--- src/core/lpm_seq_pkg.sv ---
package lpm_seq_pkg;
	// ----------------------------------------
	// Command and field encodings
	// ----------------------------------------
	localparam logic [7:0] SLEEP_CMD_CODE = 8'ha9;
	localparam int ST_SEL_W = 2;
	localparam logic [1:0] ST_DEEP = 2'h2;
	localparam int MEAS_LSB = 2;
	localparam int MEAS_MSB = 4;
	localparam logic [2:0] MEAS_NONE = 3'h0;
	localparam logic [2:0] MEAS_DISC_I = 3'h1;
	localparam logic [2:0] MEAS_DISC_IVT = 3'h2;
	localparam logic [2:0] MEAS_DISC_IVX = 3'h3;
	// ----------------------------------------
	// Interrupt enable bit positions
	// ----------------------------------------
	localparam int IRQ_WDOG = 0;
	localparam int IRQ_SLEEPT = 1;
	localparam int IRQ_LINWU = 4;
	localparam int IRQ_W = 16;
	// ----------------------------------------
	// Reset values and timing
	// ----------------------------------------
	localparam logic [7:0] FULL_CFG_RST = 8'h00;
	localparam logic [7:0] LOOP_CNT_RST = 8'h00;
	localparam int CLK_HZ = 25000000;
	localparam int STABLE_NS = 1000;
	localparam int STABLE_CYC = (STABLE_NS * (CLK_HZ / 1000000) + 999) / 1000;
	typedef enum logic [2:0] {
		S_FULL,
		S_ARMED,
		S_SLEEP_IDLE,
		S_MEAS_I,
		S_MEAS_V,
		S_MEAS_T,
		S_WAKE
	} seq_state_t;
endpackage

--- src/core/low_power_measurement_sequencer.sv ---
// Contract
// - On entering light or deep light sleep, power down all ADC analog blocks.
// - With no measurements, wake only on watchdog, sleep timer or LIN wakeup.
// - Enable bits: 0 watchdog, 1 sleep timer, 4 LIN wakeup.
// - No enabled wake source means staying asleep until power-on reset.
// - State select 0 or 1 is light sleep, 2 is deep light sleep.
// - Setup 0 none, 1 discrete current, 2 current plus voltage plus internal temp.
// - Setup field sits in config bits 4:2 and picks temperature source.
// - Without chip select rising after the command, stay in full power.
// - Any enabled wake restores full-power configuration settings.
// - After stabilising, re-enable MCU clock; release MCU reset leaving deep sleep.
// - Discrete current mode keeps the voltage/temperature ADC off throughout.
// - Current ADC off at entry and between windows; powered on trigger only.
// - Several consecutive current conversions per triggered window are configurable.
// - Discrete current mode also wakes on enabled current ADC interrupts.
// - Enabled interrupt during a measurement aborts it and returns to full power.
// - Trigger timer compare value sets the interval between windows.
// - Three-parameter mode powers both ADCs down at entry and between windows.
// - After configured voltage conversions, reconfigure and take one temperature conversion.
// - With loop count N, measure current only N periods, then voltage and temp.
// - Loop count 0 measures voltage and temperature every period.
// - Three-parameter mode wakes on all interrupts except LIN short and TXD timeout.
// - Setup 3 measures external instead of internal temperature.
// - Entry clears sleep and trigger timers; trigger runs only in discrete setups.
module low_power_measurement_sequencer import lpm_seq_pkg::*; #(
	parameter int TIMER_W = 16,
	parameter int CONV_W = 4,
	parameter int CURR_IRQ_MASK = 16'h0f00,
	parameter int NOWAKE_MASK = 16'h0060
) (
	// Clock and reset
	input wire logic clk,
	input wire logic arst_n,
	// Command port from the SPI slave
	input wire logic cmd_wr,
	input wire logic [7:0] sleep_command_reg,
	input wire logic csn,
	// Configuration
	input wire logic [7:0] sleep_power_config,
	input wire logic [7:0] full_power_config,
	input wire logic [IRQ_W-1:0] interrupt_enable_bits,
	input wire logic [TIMER_W-1:0] sleep_timer_compare,
	input wire logic [TIMER_W-1:0] adc_trigger_compare,
	input wire logic [7:0] current_only_loop_count,
	input wire logic [CONV_W-1:0] curr_conv_count,
	input wire logic [CONV_W-1:0] volt_conv_count,
	// Events
	input wire logic [IRQ_W-1:0] irq_pending,
	input wire logic conv_done_i,
	input wire logic conv_done_v,
	// Power control outputs
	output logic asleep,
	output logic pwr_adc_i,
	output logic pwr_adc_v,
	output logic adc_v_temp_sel,
	output logic adc_v_ext_temp,
	output logic [7:0] active_power_config,
	output logic mcu_clk_en,
	output logic mcu_rst_n,
	output logic regs_sleep_n,
	output logic sleep_timer_valid,
	output logic [TIMER_W-1:0] sleep_timer_value,
	output logic wake_pulse
);
	// ----------------------------------------
	// Decoding
	// ----------------------------------------
	function automatic logic [2:0] meas_of(input logic [7:0] cfg);
		meas_of = cfg[MEAS_MSB:MEAS_LSB];
	endfunction
	function automatic logic is_deep(input logic [7:0] cfg);
		is_deep = (cfg[ST_SEL_W-1:0] == ST_DEEP);
	endfunction

	seq_state_t state_reg, state_next;
	logic [7:0] lp_cfg_reg;
	logic armed_cmd;
	logic [TIMER_W-1:0] sleep_t_reg;
	logic [TIMER_W-1:0] trig_t_reg;
	logic [7:0] loop_reg;
	logic [CONV_W-1:0] conv_reg;
	logic [$clog2(STABLE_CYC+1):0] stab_reg;
	logic [IRQ_W-1:0] wake_mask;
	logic [2:0] meas;
	logic discrete;
	logic sleeping;
	logic sleep_t_hit;
	logic trig_fire;
	logic wake;
	logic entering;
	logic full_next;
	logic [7:0] cfg_now;

	assign meas = meas_of(lp_cfg_reg);
	assign discrete = (meas == MEAS_DISC_I) || (meas == MEAS_DISC_IVT) || (meas == MEAS_DISC_IVX);
	assign sleeping = (state_reg == S_SLEEP_IDLE) || (state_reg == S_MEAS_I)
		|| (state_reg == S_MEAS_V) || (state_reg == S_MEAS_T);
	assign sleep_t_hit = (sleep_t_reg == sleep_timer_compare);
	assign trig_fire = discrete && (trig_t_reg == adc_trigger_compare);
	assign armed_cmd = cmd_wr && (sleep_command_reg == SLEEP_CMD_CODE);
	assign entering = (state_reg == S_ARMED) && (state_next == S_SLEEP_IDLE);
	assign full_next = (state_next == S_FULL) || (state_next == S_ARMED);
	// The entry edge must drive the new setup, not the one latched for the last sleep
	assign cfg_now = entering ? sleep_power_config : lp_cfg_reg;

	// ----------------------------------------
	// Wake source selection
	// ----------------------------------------
	always_comb begin
		wake_mask = '0;
		wake_mask[IRQ_WDOG] = 1'b1;
		wake_mask[IRQ_SLEEPT] = 1'b1;
		wake_mask[IRQ_LINWU] = 1'b1;
		case (meas)
			MEAS_DISC_I: wake_mask = wake_mask | IRQ_W'(CURR_IRQ_MASK);
			MEAS_DISC_IVT, MEAS_DISC_IVX: wake_mask = ~IRQ_W'(NOWAKE_MASK);
			default: wake_mask = wake_mask;
		endcase
	end

	// Nothing enabled means wake never fires; only reset leaves sleep
	assign wake = sleeping && |(irq_pending & interrupt_enable_bits & wake_mask);

	// ----------------------------------------
	// Sequencer
	// ----------------------------------------
	always_comb begin
		state_next = state_reg;
		case (state_reg)
			S_FULL: begin
				if (armed_cmd) begin
					state_next = S_ARMED;
				end
			end
			S_ARMED: begin
				if (cmd_wr && !armed_cmd) begin
					state_next = S_FULL;
				end else if (csn) begin
					state_next = S_SLEEP_IDLE;
				end
			end
			S_SLEEP_IDLE: begin
				if (wake) begin
					state_next = S_WAKE;
				end else if (trig_fire) begin
					state_next = S_MEAS_I;
				end
			end
			S_MEAS_I: begin
				if (wake) begin
					state_next = S_WAKE;
				end else if (conv_done_i && conv_reg >= curr_conv_count) begin
					if (meas != MEAS_DISC_I && loop_reg >= current_only_loop_count) begin
						state_next = S_MEAS_V;
					end else begin
						state_next = S_SLEEP_IDLE;
					end
				end
			end
			S_MEAS_V: begin
				if (wake) begin
					state_next = S_WAKE;
				end else if (conv_done_v && conv_reg >= volt_conv_count) begin
					state_next = S_MEAS_T;
				end
			end
			S_MEAS_T: begin
				if (wake) begin
					state_next = S_WAKE;
				end else if (conv_done_v) begin
					state_next = S_SLEEP_IDLE;
				end
			end
			S_WAKE: begin
				if (stab_reg >= STABLE_CYC[$bits(stab_reg)-1:0]) begin
					state_next = S_FULL;
				end
			end
			default: state_next = S_FULL;
		endcase
	end

	always_ff @(posedge clk or negedge arst_n) begin
		if (!arst_n) begin
			state_reg <= S_FULL;
		end else begin
			state_reg <= state_next;
		end
	end

	// Configuration latched at sleep entry (chip select release) so mid-sleep writes cannot upset the setup
	always_ff @(posedge clk or negedge arst_n) begin
		if (!arst_n) begin
			lp_cfg_reg <= 8'h00;
		end else if (entering) begin
			lp_cfg_reg <= sleep_power_config;
		end
	end

	// ----------------------------------------
	// Timers
	// ----------------------------------------
	always_ff @(posedge clk or negedge arst_n) begin
		if (!arst_n) begin
			sleep_t_reg <= '0;
			sleep_timer_valid <= 1'b0;
		end else if (entering) begin
			sleep_t_reg <= '0;
			sleep_timer_valid <= 1'b1;
		end else if (sleeping && !sleep_t_hit) begin
			sleep_t_reg <= sleep_t_reg + 1'b1;
		end
	end

	always_ff @(posedge clk or negedge arst_n) begin
		if (!arst_n) begin
			trig_t_reg <= '0;
		end else if (entering || trig_fire || !sleeping) begin
			trig_t_reg <= '0;
		end else if (discrete) begin
			trig_t_reg <= trig_t_reg + 1'b1;
		end
	end

	// Current-only loop counter
	always_ff @(posedge clk or negedge arst_n) begin
		if (!arst_n) begin
			loop_reg <= LOOP_CNT_RST;
		end else if (entering || state_next == S_MEAS_T) begin
			loop_reg <= LOOP_CNT_RST;
		end else if (state_reg == S_MEAS_I && state_next == S_SLEEP_IDLE && loop_reg != 8'hff) begin
			loop_reg <= loop_reg + 8'h01;
		end
	end

	// Conversions in the current phase
	always_ff @(posedge clk or negedge arst_n) begin
		if (!arst_n) begin
			conv_reg <= '0;
		end else if (state_next != state_reg) begin
			conv_reg <= CONV_W'(1);
		end else if ((state_reg == S_MEAS_I && conv_done_i)
			|| (state_reg == S_MEAS_V && conv_done_v)) begin
			conv_reg <= conv_reg + 1'b1;
		end
	end

	always_ff @(posedge clk or negedge arst_n) begin
		if (!arst_n) begin
			stab_reg <= '0;
		end else if (state_reg == S_WAKE) begin
			stab_reg <= stab_reg + 1'b1;
		end else begin
			stab_reg <= '0;
		end
	end

	// ----------------------------------------
	// Sleep status and microcontroller clock
	// ----------------------------------------
	// The armed state still counts as full power
	always_ff @(posedge clk or negedge arst_n) begin
		if (!arst_n) begin
			asleep <= 1'b0;
			mcu_clk_en <= 1'b1;
		end else begin
			asleep <= !full_next;
			// Clock returns only once the wake stabilisation count has run out
			mcu_clk_en <= full_next;
		end
	end

	// ----------------------------------------
	// ADC power gating
	// ----------------------------------------
	always_ff @(posedge clk or negedge arst_n) begin
		if (!arst_n) begin
			pwr_adc_i <= 1'b0;
			pwr_adc_v <= 1'b0;
		end else if (full_next) begin
			pwr_adc_i <= full_power_config[0];
			pwr_adc_v <= full_power_config[1];
		end else begin
			// Off at entry, between windows and while waking
			pwr_adc_i <= (state_next == S_MEAS_I) || (state_next == S_MEAS_V)
				|| (state_next == S_MEAS_T);
			// Current-only windows never leave the current phase
			pwr_adc_v <= (state_next == S_MEAS_V) || (state_next == S_MEAS_T);
		end
	end

	// ----------------------------------------
	// Voltage and temperature converter setup
	// ----------------------------------------
	always_ff @(posedge clk or negedge arst_n) begin
		if (!arst_n) begin
			adc_v_temp_sel <= 1'b0;
			adc_v_ext_temp <= 1'b0;
		end else begin
			adc_v_temp_sel <= (state_next == S_MEAS_T);
			adc_v_ext_temp <= (meas_of(cfg_now) == MEAS_DISC_IVX);
		end
	end

	// ----------------------------------------
	// Analog configuration in force
	// ----------------------------------------
	always_ff @(posedge clk or negedge arst_n) begin
		if (!arst_n) begin
			active_power_config <= FULL_CFG_RST;
		end else begin
			// Full-power settings come back whatever was powered while asleep
			active_power_config <= full_next ? full_power_config : cfg_now;
		end
	end

	// ----------------------------------------
	// Microcontroller reset and supply
	// ----------------------------------------
	// Deep light sleep drops the microcontroller supply; its reset holds until full power
	always_ff @(posedge clk or negedge arst_n) begin
		if (!arst_n) begin
			mcu_rst_n <= 1'b1;
			regs_sleep_n <= 1'b1;
		end else if (state_next == S_SLEEP_IDLE && is_deep(cfg_now)) begin
			mcu_rst_n <= 1'b0;
			regs_sleep_n <= 1'b0;
		end else if (state_next == S_FULL) begin
			// Released together with the clock, after stabilisation
			mcu_rst_n <= 1'b1;
			regs_sleep_n <= 1'b1;
		end
	end

	// One-cycle marker on the return to full power
	always_ff @(posedge clk or negedge arst_n) begin
		if (!arst_n) begin
			wake_pulse <= 1'b0;
		end else begin
			wake_pulse <= (state_reg == S_WAKE) && (state_next == S_FULL);
		end
	end

	assign sleep_timer_value = sleep_t_reg;
endmodule

--- config.mk ---
export PLATFORM = sky130hd
export DESIGN_NAME = low_power_measurement_sequencer
export DESIGN_NICKNAME = d
export VERILOG_FILES = /design/src/core/lpm_seq_pkg.sv /design/src/core/low_power_measurement_sequencer.sv
export SDC_FILE = /design/constraint.sdc
export NUM_CORES = 1
export LEC_CHECK = 0
export ABC_AREA = 1
export BUFFER_PORTS_ARGS = -buffer_cell sky130_fd_sc_hd__buf_2
export CORE_ASPECT_RATIO = 1.2
export CORE_MARGIN = 5
export CORE_UTILIZATION = 53
export DETAILED_ROUTE_END_ITERATION = 10
export GPL_TIMING_DRIVEN = 0
export PLACE_DENSITY = 0.93
export SYNTH_ARGS = -nofsm -noshare
export SYNTH_HDL_FRONTEND = slang
export SYNTH_SLANG_ARGS = --single-unit
--- constraint.sdc ---
create_clock -name clk -period 2.2 [get_ports clk]
set_input_delay 0.22 -clock clk [delete_from_list [all_inputs] [get_ports clk]]
set_output_delay 0.22 -clock clk [all_outputs]
set_load 0.02 [all_outputs]
==> metrics.txt, run 1 <==
average wire per standard cell=14.2 um; Synth Flop Type=dfrtp_1; share of cells above drive strength 1=0.318; Worst EP arrival=2.51 ns; synth top area cells=dfrtp_1 (38%), nand2_1 (13%), inv_1 (7.3%); status=finished with violations; max-cap violations=0; clk buf depth=2; post-layout min period=2.27 ns; Yosys warnings=0; CORE AREA=9130 um2; row count=38; total number of vias=5051; CTS clock-pin slew for the worst setup and hold paths=0.08 ns; Yosys cell types=41; Worst R2R Setup Slack=-0.07 ns; Worst R2R Start=loop_reg[5]; port bufs=139; die area=11400 um2; Critical Path Sink Type=flip-flop; CTS Buf Count=9; GPL Wtd Cong=0.891; Final Util=0.718; I/O pins=144; Die X=98.5 um; Nets=981; Initial DRT Pass Iterations=5; RSZ-0062 raised after global routing=yes; DP Worst Slack=-0.117 ns; Residual DRC=0; final slew viol count=0; worst path cell trace=ha_1 > a21oi_1 > o21a_1 > nand2_2 > nand3_4 > nor2_4 > nor2_4 > nor2_4 > buf_4 > nor2_2 > nand3_4 > nand3_2 > nand2_1; largest net degree at the start of global routing=41; Final period util=1.03; CP max FO=8; Crit path top cell by count=nor2_4; Hold Fails Final Rpt=0; Sink Count=78; area share of the largest cell type after synthesis=0.382; area leader, netlist=dfrtp_1; power per cell area=990 nW/um2; violated checks=negative setup slack; H-tree lvl count=3; P&R area growth vs syn=31.7%; DR iter-0 viols=200; Async SR Flop Fraction=1.00; Setup WS post-layout=-0.0727 ns; setup TNS=-0.531 ns; GRT Util Overall=0.220; Syn Area/Cell=7.42 um2; Clock Latency Late Sink=0.34 ns; synthesized instance count=671; HPWL Detailed=9.76 mm; Pleak=3.52 nW; worst min-delay path startpoint=full_power_config[4]; synthesized flop and latch total=78; initial antenna violation count=1; number of synthesized flops with an enable pin=0; Syn Nets=804; Cell Area, Synth=4980 um2; final setup fails=9; grt total ovfl=0; worst vdd ir=0.000941 V; Crit-path slowest cell=dfrtp_2; antenna-violating nets left=0; crit path launch type=flip-flop; hold depth=3; worst r2r path cells=13; vias in the first global route=4614; Max-Slew Margin vs Limit=0.644; worst-margin pin slew=0.528 ns; initial core utilization=0.545; Reg-to-Reg End=loop_reg[4]; worst hold path type=in2reg; Fmax achieved=0.440 GHz; root buffer cell=clkbuf_8; CTS tree=done; Die Y=116 um; Clock Skew=0.0122 ns; first-pass GRT wire length=20.7 mm; CP required=2.43 ns; Routed WL=13.9 mm; register area share after synthesis=0.393; slowest stage delay, CP=0.47 ns; crit path from=loop_reg[5]; CP Class=reg2reg; Hold EP=active_power_config[4]; vias per std cell=5.19
==> cells in the mapped netlist (3+ instances only) <==
library cell    n
nand2_1       168
inv_1          97
dfrtp_1        76
nor2_1         68
nand3_1        47
xor2_1         29
ha_1           23
a21oi_1        20
nor3_1         20
o21ai_0        20
nand4_1        17
xnor2_1        15
inv_2           9
or2_2           9
nor4_1          7
nand3_2         5
nor2_2          4
a31oi_1         3
clkbuf_1        3
o21a_1          3
==> report_power, final <==
part | total [W] | internal (W) | switching [W]
logic | 0.00321 | 0.00117 | 0.00203
registers | 0.00211 | 0.00180 | 0.000313
clock network | 0.00118 | 0.000643 | 0.000536
total | 0.00649 | 0.00361 | 0.00288
==> cell type report <==
cell class                      instances  area (um2)
Antenna cell                            1        2.50
Buffer                                  8        52.6
Clock buffer                           11         131
Clock inverter                          5        83.8
Fill cell                             715        2570
Inverter                              107         407
Multi-Input combinational cell        478        2850
Sequential cell                        78        1960
Tap cell                              120         150
Timing Repair Buffer                  166         923
==> what timing repair did <==
action	4_1_cts	5_1_grt
buffers inserted	5	19
setup endpoints to repair	16	33
endpoints found under the hold margin	38	0
gates resized for setup	6	65
pin swaps	0	23
gates cloned	0	1
hold buffers	1	0
==> critical path: cells and delay by family (launching register included) <==
family                     cells  cell delay, ns
adders and majority gates      1            0.31
DFF                            1            0.47
and+or+nand+nor                9            0.96
buffers and inverters          1            0.14
AOI/OAI and AO/OA              2            0.30
==> worst max-delay path by stage <==
stage / end / slack [ns]
2_1_floorplan: loop_reg[7] / 0.24
3_3_place_gp: loop_reg[0] / -0.02
3_5_place_dp: loop_reg[7] / -0.12
4_1_cts: loop_reg[7] / 0.0002
5_1_grt: loop_reg[2] / -0.16
6_report: loop_reg[4] / -0.07
==> through the flow <==
stage / hold WS, ns / instances / power (W) / cell area [um2]
after floorplan: -0.0756 / 671 / 0.00393 / 4980
after global placement: 0.417 / 930 / 0.00467 / 5820
after detailed placement: 0.232 / 931 / 0.00479 / 5850
after CTS: 0.0675 / 953 / 0.00604 / 6130
after global routing: 0.0780 / 973 / 0.00693 / 6560
final: 0.0790 / 974 / 0.00649 / 6560
==> cells by family after synthesis <==
group | after synthesis | share of synthesized area
AND/OR/NAND/NOR | 356 | 0.319
buffers and inverters | 115 | 0.0895
flip-flops | 78 | 0.393
AO/OA/AOI/OAI | 53 | 0.0598
XOR/XNOR | 44 | 0.0774
adder cells (fa/ha/maj) | 23 | 0.0578
multiplexers | 2 | 0.00402
==> metal layers <==
layer / share of wire / track usage / vias to the layer above
met1: 0.40 / 0.277 / 2359
met5: 0 / 0 / -
met2: 0.52 / 0.391 / 171
met3: 0.061 / 0.0382 / 24
li1: - / - / 2497
met4: 0.017 / 0.0610 / 0
==> placed cells by master, fill, tap and decap left out, drive strengths merged, types with 7 or more instances in the layout <==
cell type / count
a21oi: 20
buf: 170
clkbuf: 14
dfrtp: 76
ha: 23
inv: 106
nand2: 170
nand3: 52
nand4: 17
nor2: 74
nor3: 21
nor4: 7
o21ai: 23
or2: 10
xnor2: 15
xor2: 29
No activity file was read; power rests on OpenSTA's default activity.
==> inputs of run 2 (changes only) <==
--- a/config.mk
+++ b/config.mk
@@ -5,14 +5,14 @@
 export SDC_FILE = /design/constraint.sdc
 export NUM_CORES = 1
 export LEC_CHECK = 0
-export ABC_AREA = 1
 export BUFFER_PORTS_ARGS = -buffer_cell sky130_fd_sc_hd__buf_2
 export CORE_ASPECT_RATIO = 1.2
 export CORE_MARGIN = 5
-export CORE_UTILIZATION = 53
+export CORE_UTILIZATION = 52
 export DETAILED_ROUTE_END_ITERATION = 10
 export GPL_TIMING_DRIVEN = 0
 export PLACE_DENSITY = 0.93
+export RECOVER_POWER = 50
 export SYNTH_ARGS = -nofsm -noshare
 export SYNTH_HDL_FRONTEND = slang
 export SYNTH_SLANG_ARGS = --single-unit
==> constraint.sdc (replaced) <==
create_clock -name clk -period 2.2 [get_ports clk]
set_input_delay 0.22 -clock clk [delete_from_list [all_inputs] [get_ports clk]]
set_output_delay 0.22 -clock clk [all_outputs]
set_load 0.005 [all_outputs]
==> run 2 against run 1 <==
- the flow still finishes with violations (negative setup slack)
- clock skew fell by 0.0019 ns
- sequential power decreased by 14%
- first-iteration DRC count grew 13%
- cell area fell by 7.8%
- clock power decreased by 16%
- worst hold slack improved by 0.0078 ns
- flip-flop and latch count unchanged
- critical path depth fell by 3
- non-clock buffer count decreased by 5
- core utilization shrank 1.3 points
- fmax is 9.0% lower
- critical path type unchanged
- largest power group is now registers
==> metrics.txt, run 2 <==
area share of the largest cell type after synthesis=0.419; commonest non-fill, non-tap cell in the layout=buf_2; most frequent cells in the layout=buf_2 (136), dfrtp_1 (70), nor2_1 (54); share of cells above drive strength 1=0.388; vias per std cell=5.72; DR iter-0 viols=226; grt total ovfl=0; P&R area growth vs syn=33.2%; worst vdd ir=0.000454 V; register area=1960 um2; synth top area cells=dfrtp_1 (42%), xor2_1 (9.8%), ha_1 (6.3%); Worst EP arrival=2.75 ns; Yosys cell types=50; Final period util=1.14; crit path launch type=flip-flop; violated checks=negative setup slack; Clock Skew=0.0102 ns; Residual DRC=0; initial antenna violation count=1; CORE AREA=8560 um2; Critical Path Sink Type=flip-flop; Yosys warnings=0; power per cell area=714 nW/um2; CTS tree=done; register area share after synthesis=0.431; Crit-path slowest cell=dfrtp_1; Layout fillers=585; Die Y=112 um; vias in the first global route=4599; Die X=95.3 um; worst path cell trace=inv_2 > ha_4 > nand2b_4 > a2111oi_4 > nor3_2 > and2_4 > a211oi_4 > nand2_2 > buf_6 > mux2_4; initial core utilization=0.530; Syn Area/Cell=9.53 um2; Nets=777; crit path buf inv count=2; final slew viol count=0; CP required=2.45 ns; Initial DRT Pass Iterations=7; root buffer cell=clkbuf_8; CTS Buf Count=9; Hold WS=0.0867 ns; largest net degree at the start of global routing=64; average wire per standard cell=17.3 um; multi-input logic area=2750 um2; Max-Slew Margin vs Limit=0.431; CTS clock-pin slew for the worst setup and hold paths=0.09 ns; area leader, netlist=dfrtp_1; Cell Area, Synth=4540 um2; GPL Wtd Cong=0.869; slowest stage delay, CP=0.41 ns; synthesized instance count=476; worst-margin pin slew=0.854 ns; RSZ-0062 raised after global routing=yes; Power Total=0.00432 W; post-layout min period=2.50 ns; total number of vias=4387; I/O pins=144; CP max FO=5; max-cap violations=0; worst hold path type=in2reg; clk buf depth=2; Routed WL=13.3 mm; Syn Nets=609; Hold Fails Final Rpt=0; Pleak=2.99 nW; HPWL Detailed=9.59 mm; H-tree lvl count=3; synthesized flop and latch total=78; CP Class=reg2reg; number of synthesized flops with an enable pin=0; Fmax achieved=0.400 GHz; setup TNS=-3.80 ns; status=finished with violations; antenna-violating nets left=0; largest delay contributor family on the critical path=compound AO/OA/AOI/OAI gates; die area=10700 um2; Clock Latency Late Sink=0.36 ns; Sink Count=78; Async SR Flop Fraction=1.00; Post-synth top cells=dfrtp_1 (76), nor2_1 (60), xor2_1 (51); GRT Util Overall=0.252; final setup fails=25; Synth Flop Type=dfrtp_1; row count=37; most numerous cell in the Yosys netlist=dfrtp_1; Setup WS post-layout=-0.298 ns; port bufs=139; first-pass GRT wire length=21.1 mm
## run 2: cell types whose count changed in the layout (fill, tap and decap cells not counted), moves of 8 or more
cell     delta
nor3_1     -12
or3_1      +12
nand2_2     -8
nor2_1      -8
inv_1      -70
nand2_1   -126
xor2_1     +22
mux2_2     +14
inv_2       -8
nand3_2    -15
nand3_1    -16
## run 2: final timing paths
check                                         end  slack (ns)                  from  cells after the start
setup / recovery           active_power_config[4]       -0.30           conv_reg[0]                     10
hold / removal             active_power_config[5]        0.09  full_power_config[5]                      2
setup reg to reg           active_power_config[4]       -0.30           conv_reg[0]                     10
hold reg to reg                 sleep_timer_valid        0.49     sleep_timer_valid                      1
max in group asynchronous           trig_t_reg[8]        0.24                arst_n                      3
min in group asynchronous                  asleep        0.48                arst_n                      2
## run 2: what timing repair did
item                       in CTS  in global routing
buffers inserted               17                  7
hold endpoints to repair       15                  0
gates resized for setup        30                 37
cloned                          1                  0
pin swaps                      17                 10
setup endpoints to repair      50                 56
hold buffers                    1                  0
## run 2: metrics by stage
step                      instance area [um2]  worst slack (ns)  utilization  std cells
after global placement                   5470            -0.447        0.638        732
after CTS                                5910            -0.295        0.690        761
after global routing                     6040            -0.352        0.706        767
after floorplan                          4620           -0.0971            -        476
final                                    6040            -0.298        0.706        767
after detailed placement                 5500            -0.605        0.642        733
## run 2: power by group
part | total (W) | leakage [nW] | internal, W | switching [W]
Sequential | 0.00182 | 1.02 | 0.00161 | 0.000219
Clock | 0.000986 | 0.0866 | 0.000421 | 0.000565
Combinational | 0.00151 | 1.89 | 0.000698 | 0.000808
## run 2: area by class of cell
type | count | share of cell area
Multi-Input combinational cell | 360 | 0.455
Sequential cell | 78 | 0.325
Timing Repair Buffer | 160 | 0.141
Tap cell | 117 | 0.0242
Clock buffer | 9 | 0.0205
Inverter | 26 | 0.0161
Buffer | 9 | 0.00931
Clock inverter | 7 | 0.00911
Antenna cell | 1 | 0.000414
## run 2: routing by layer
metal	vias up	track usage	routed length [um]
met5	-	0	0
li1	1995	-	-
met2	236	0.440	6880
met3	73	0.0570	1000
met1	2083	0.276	4700
met4	0	0.137	680
## run 2: cell families after synthesis
family                   count (synthesis)  share of synthesized area
AND/OR/NAND/NOR                        186                      0.204
flip-flops                              78                      0.431
XOR/XNOR                                68                      0.131
AO/OA/AOI/OAI                           65                     0.0940
buffers and inverters                   38                     0.0325
adder cells (fa/ha/maj)                 23                     0.0634
multiplexers                            18                     0.0438
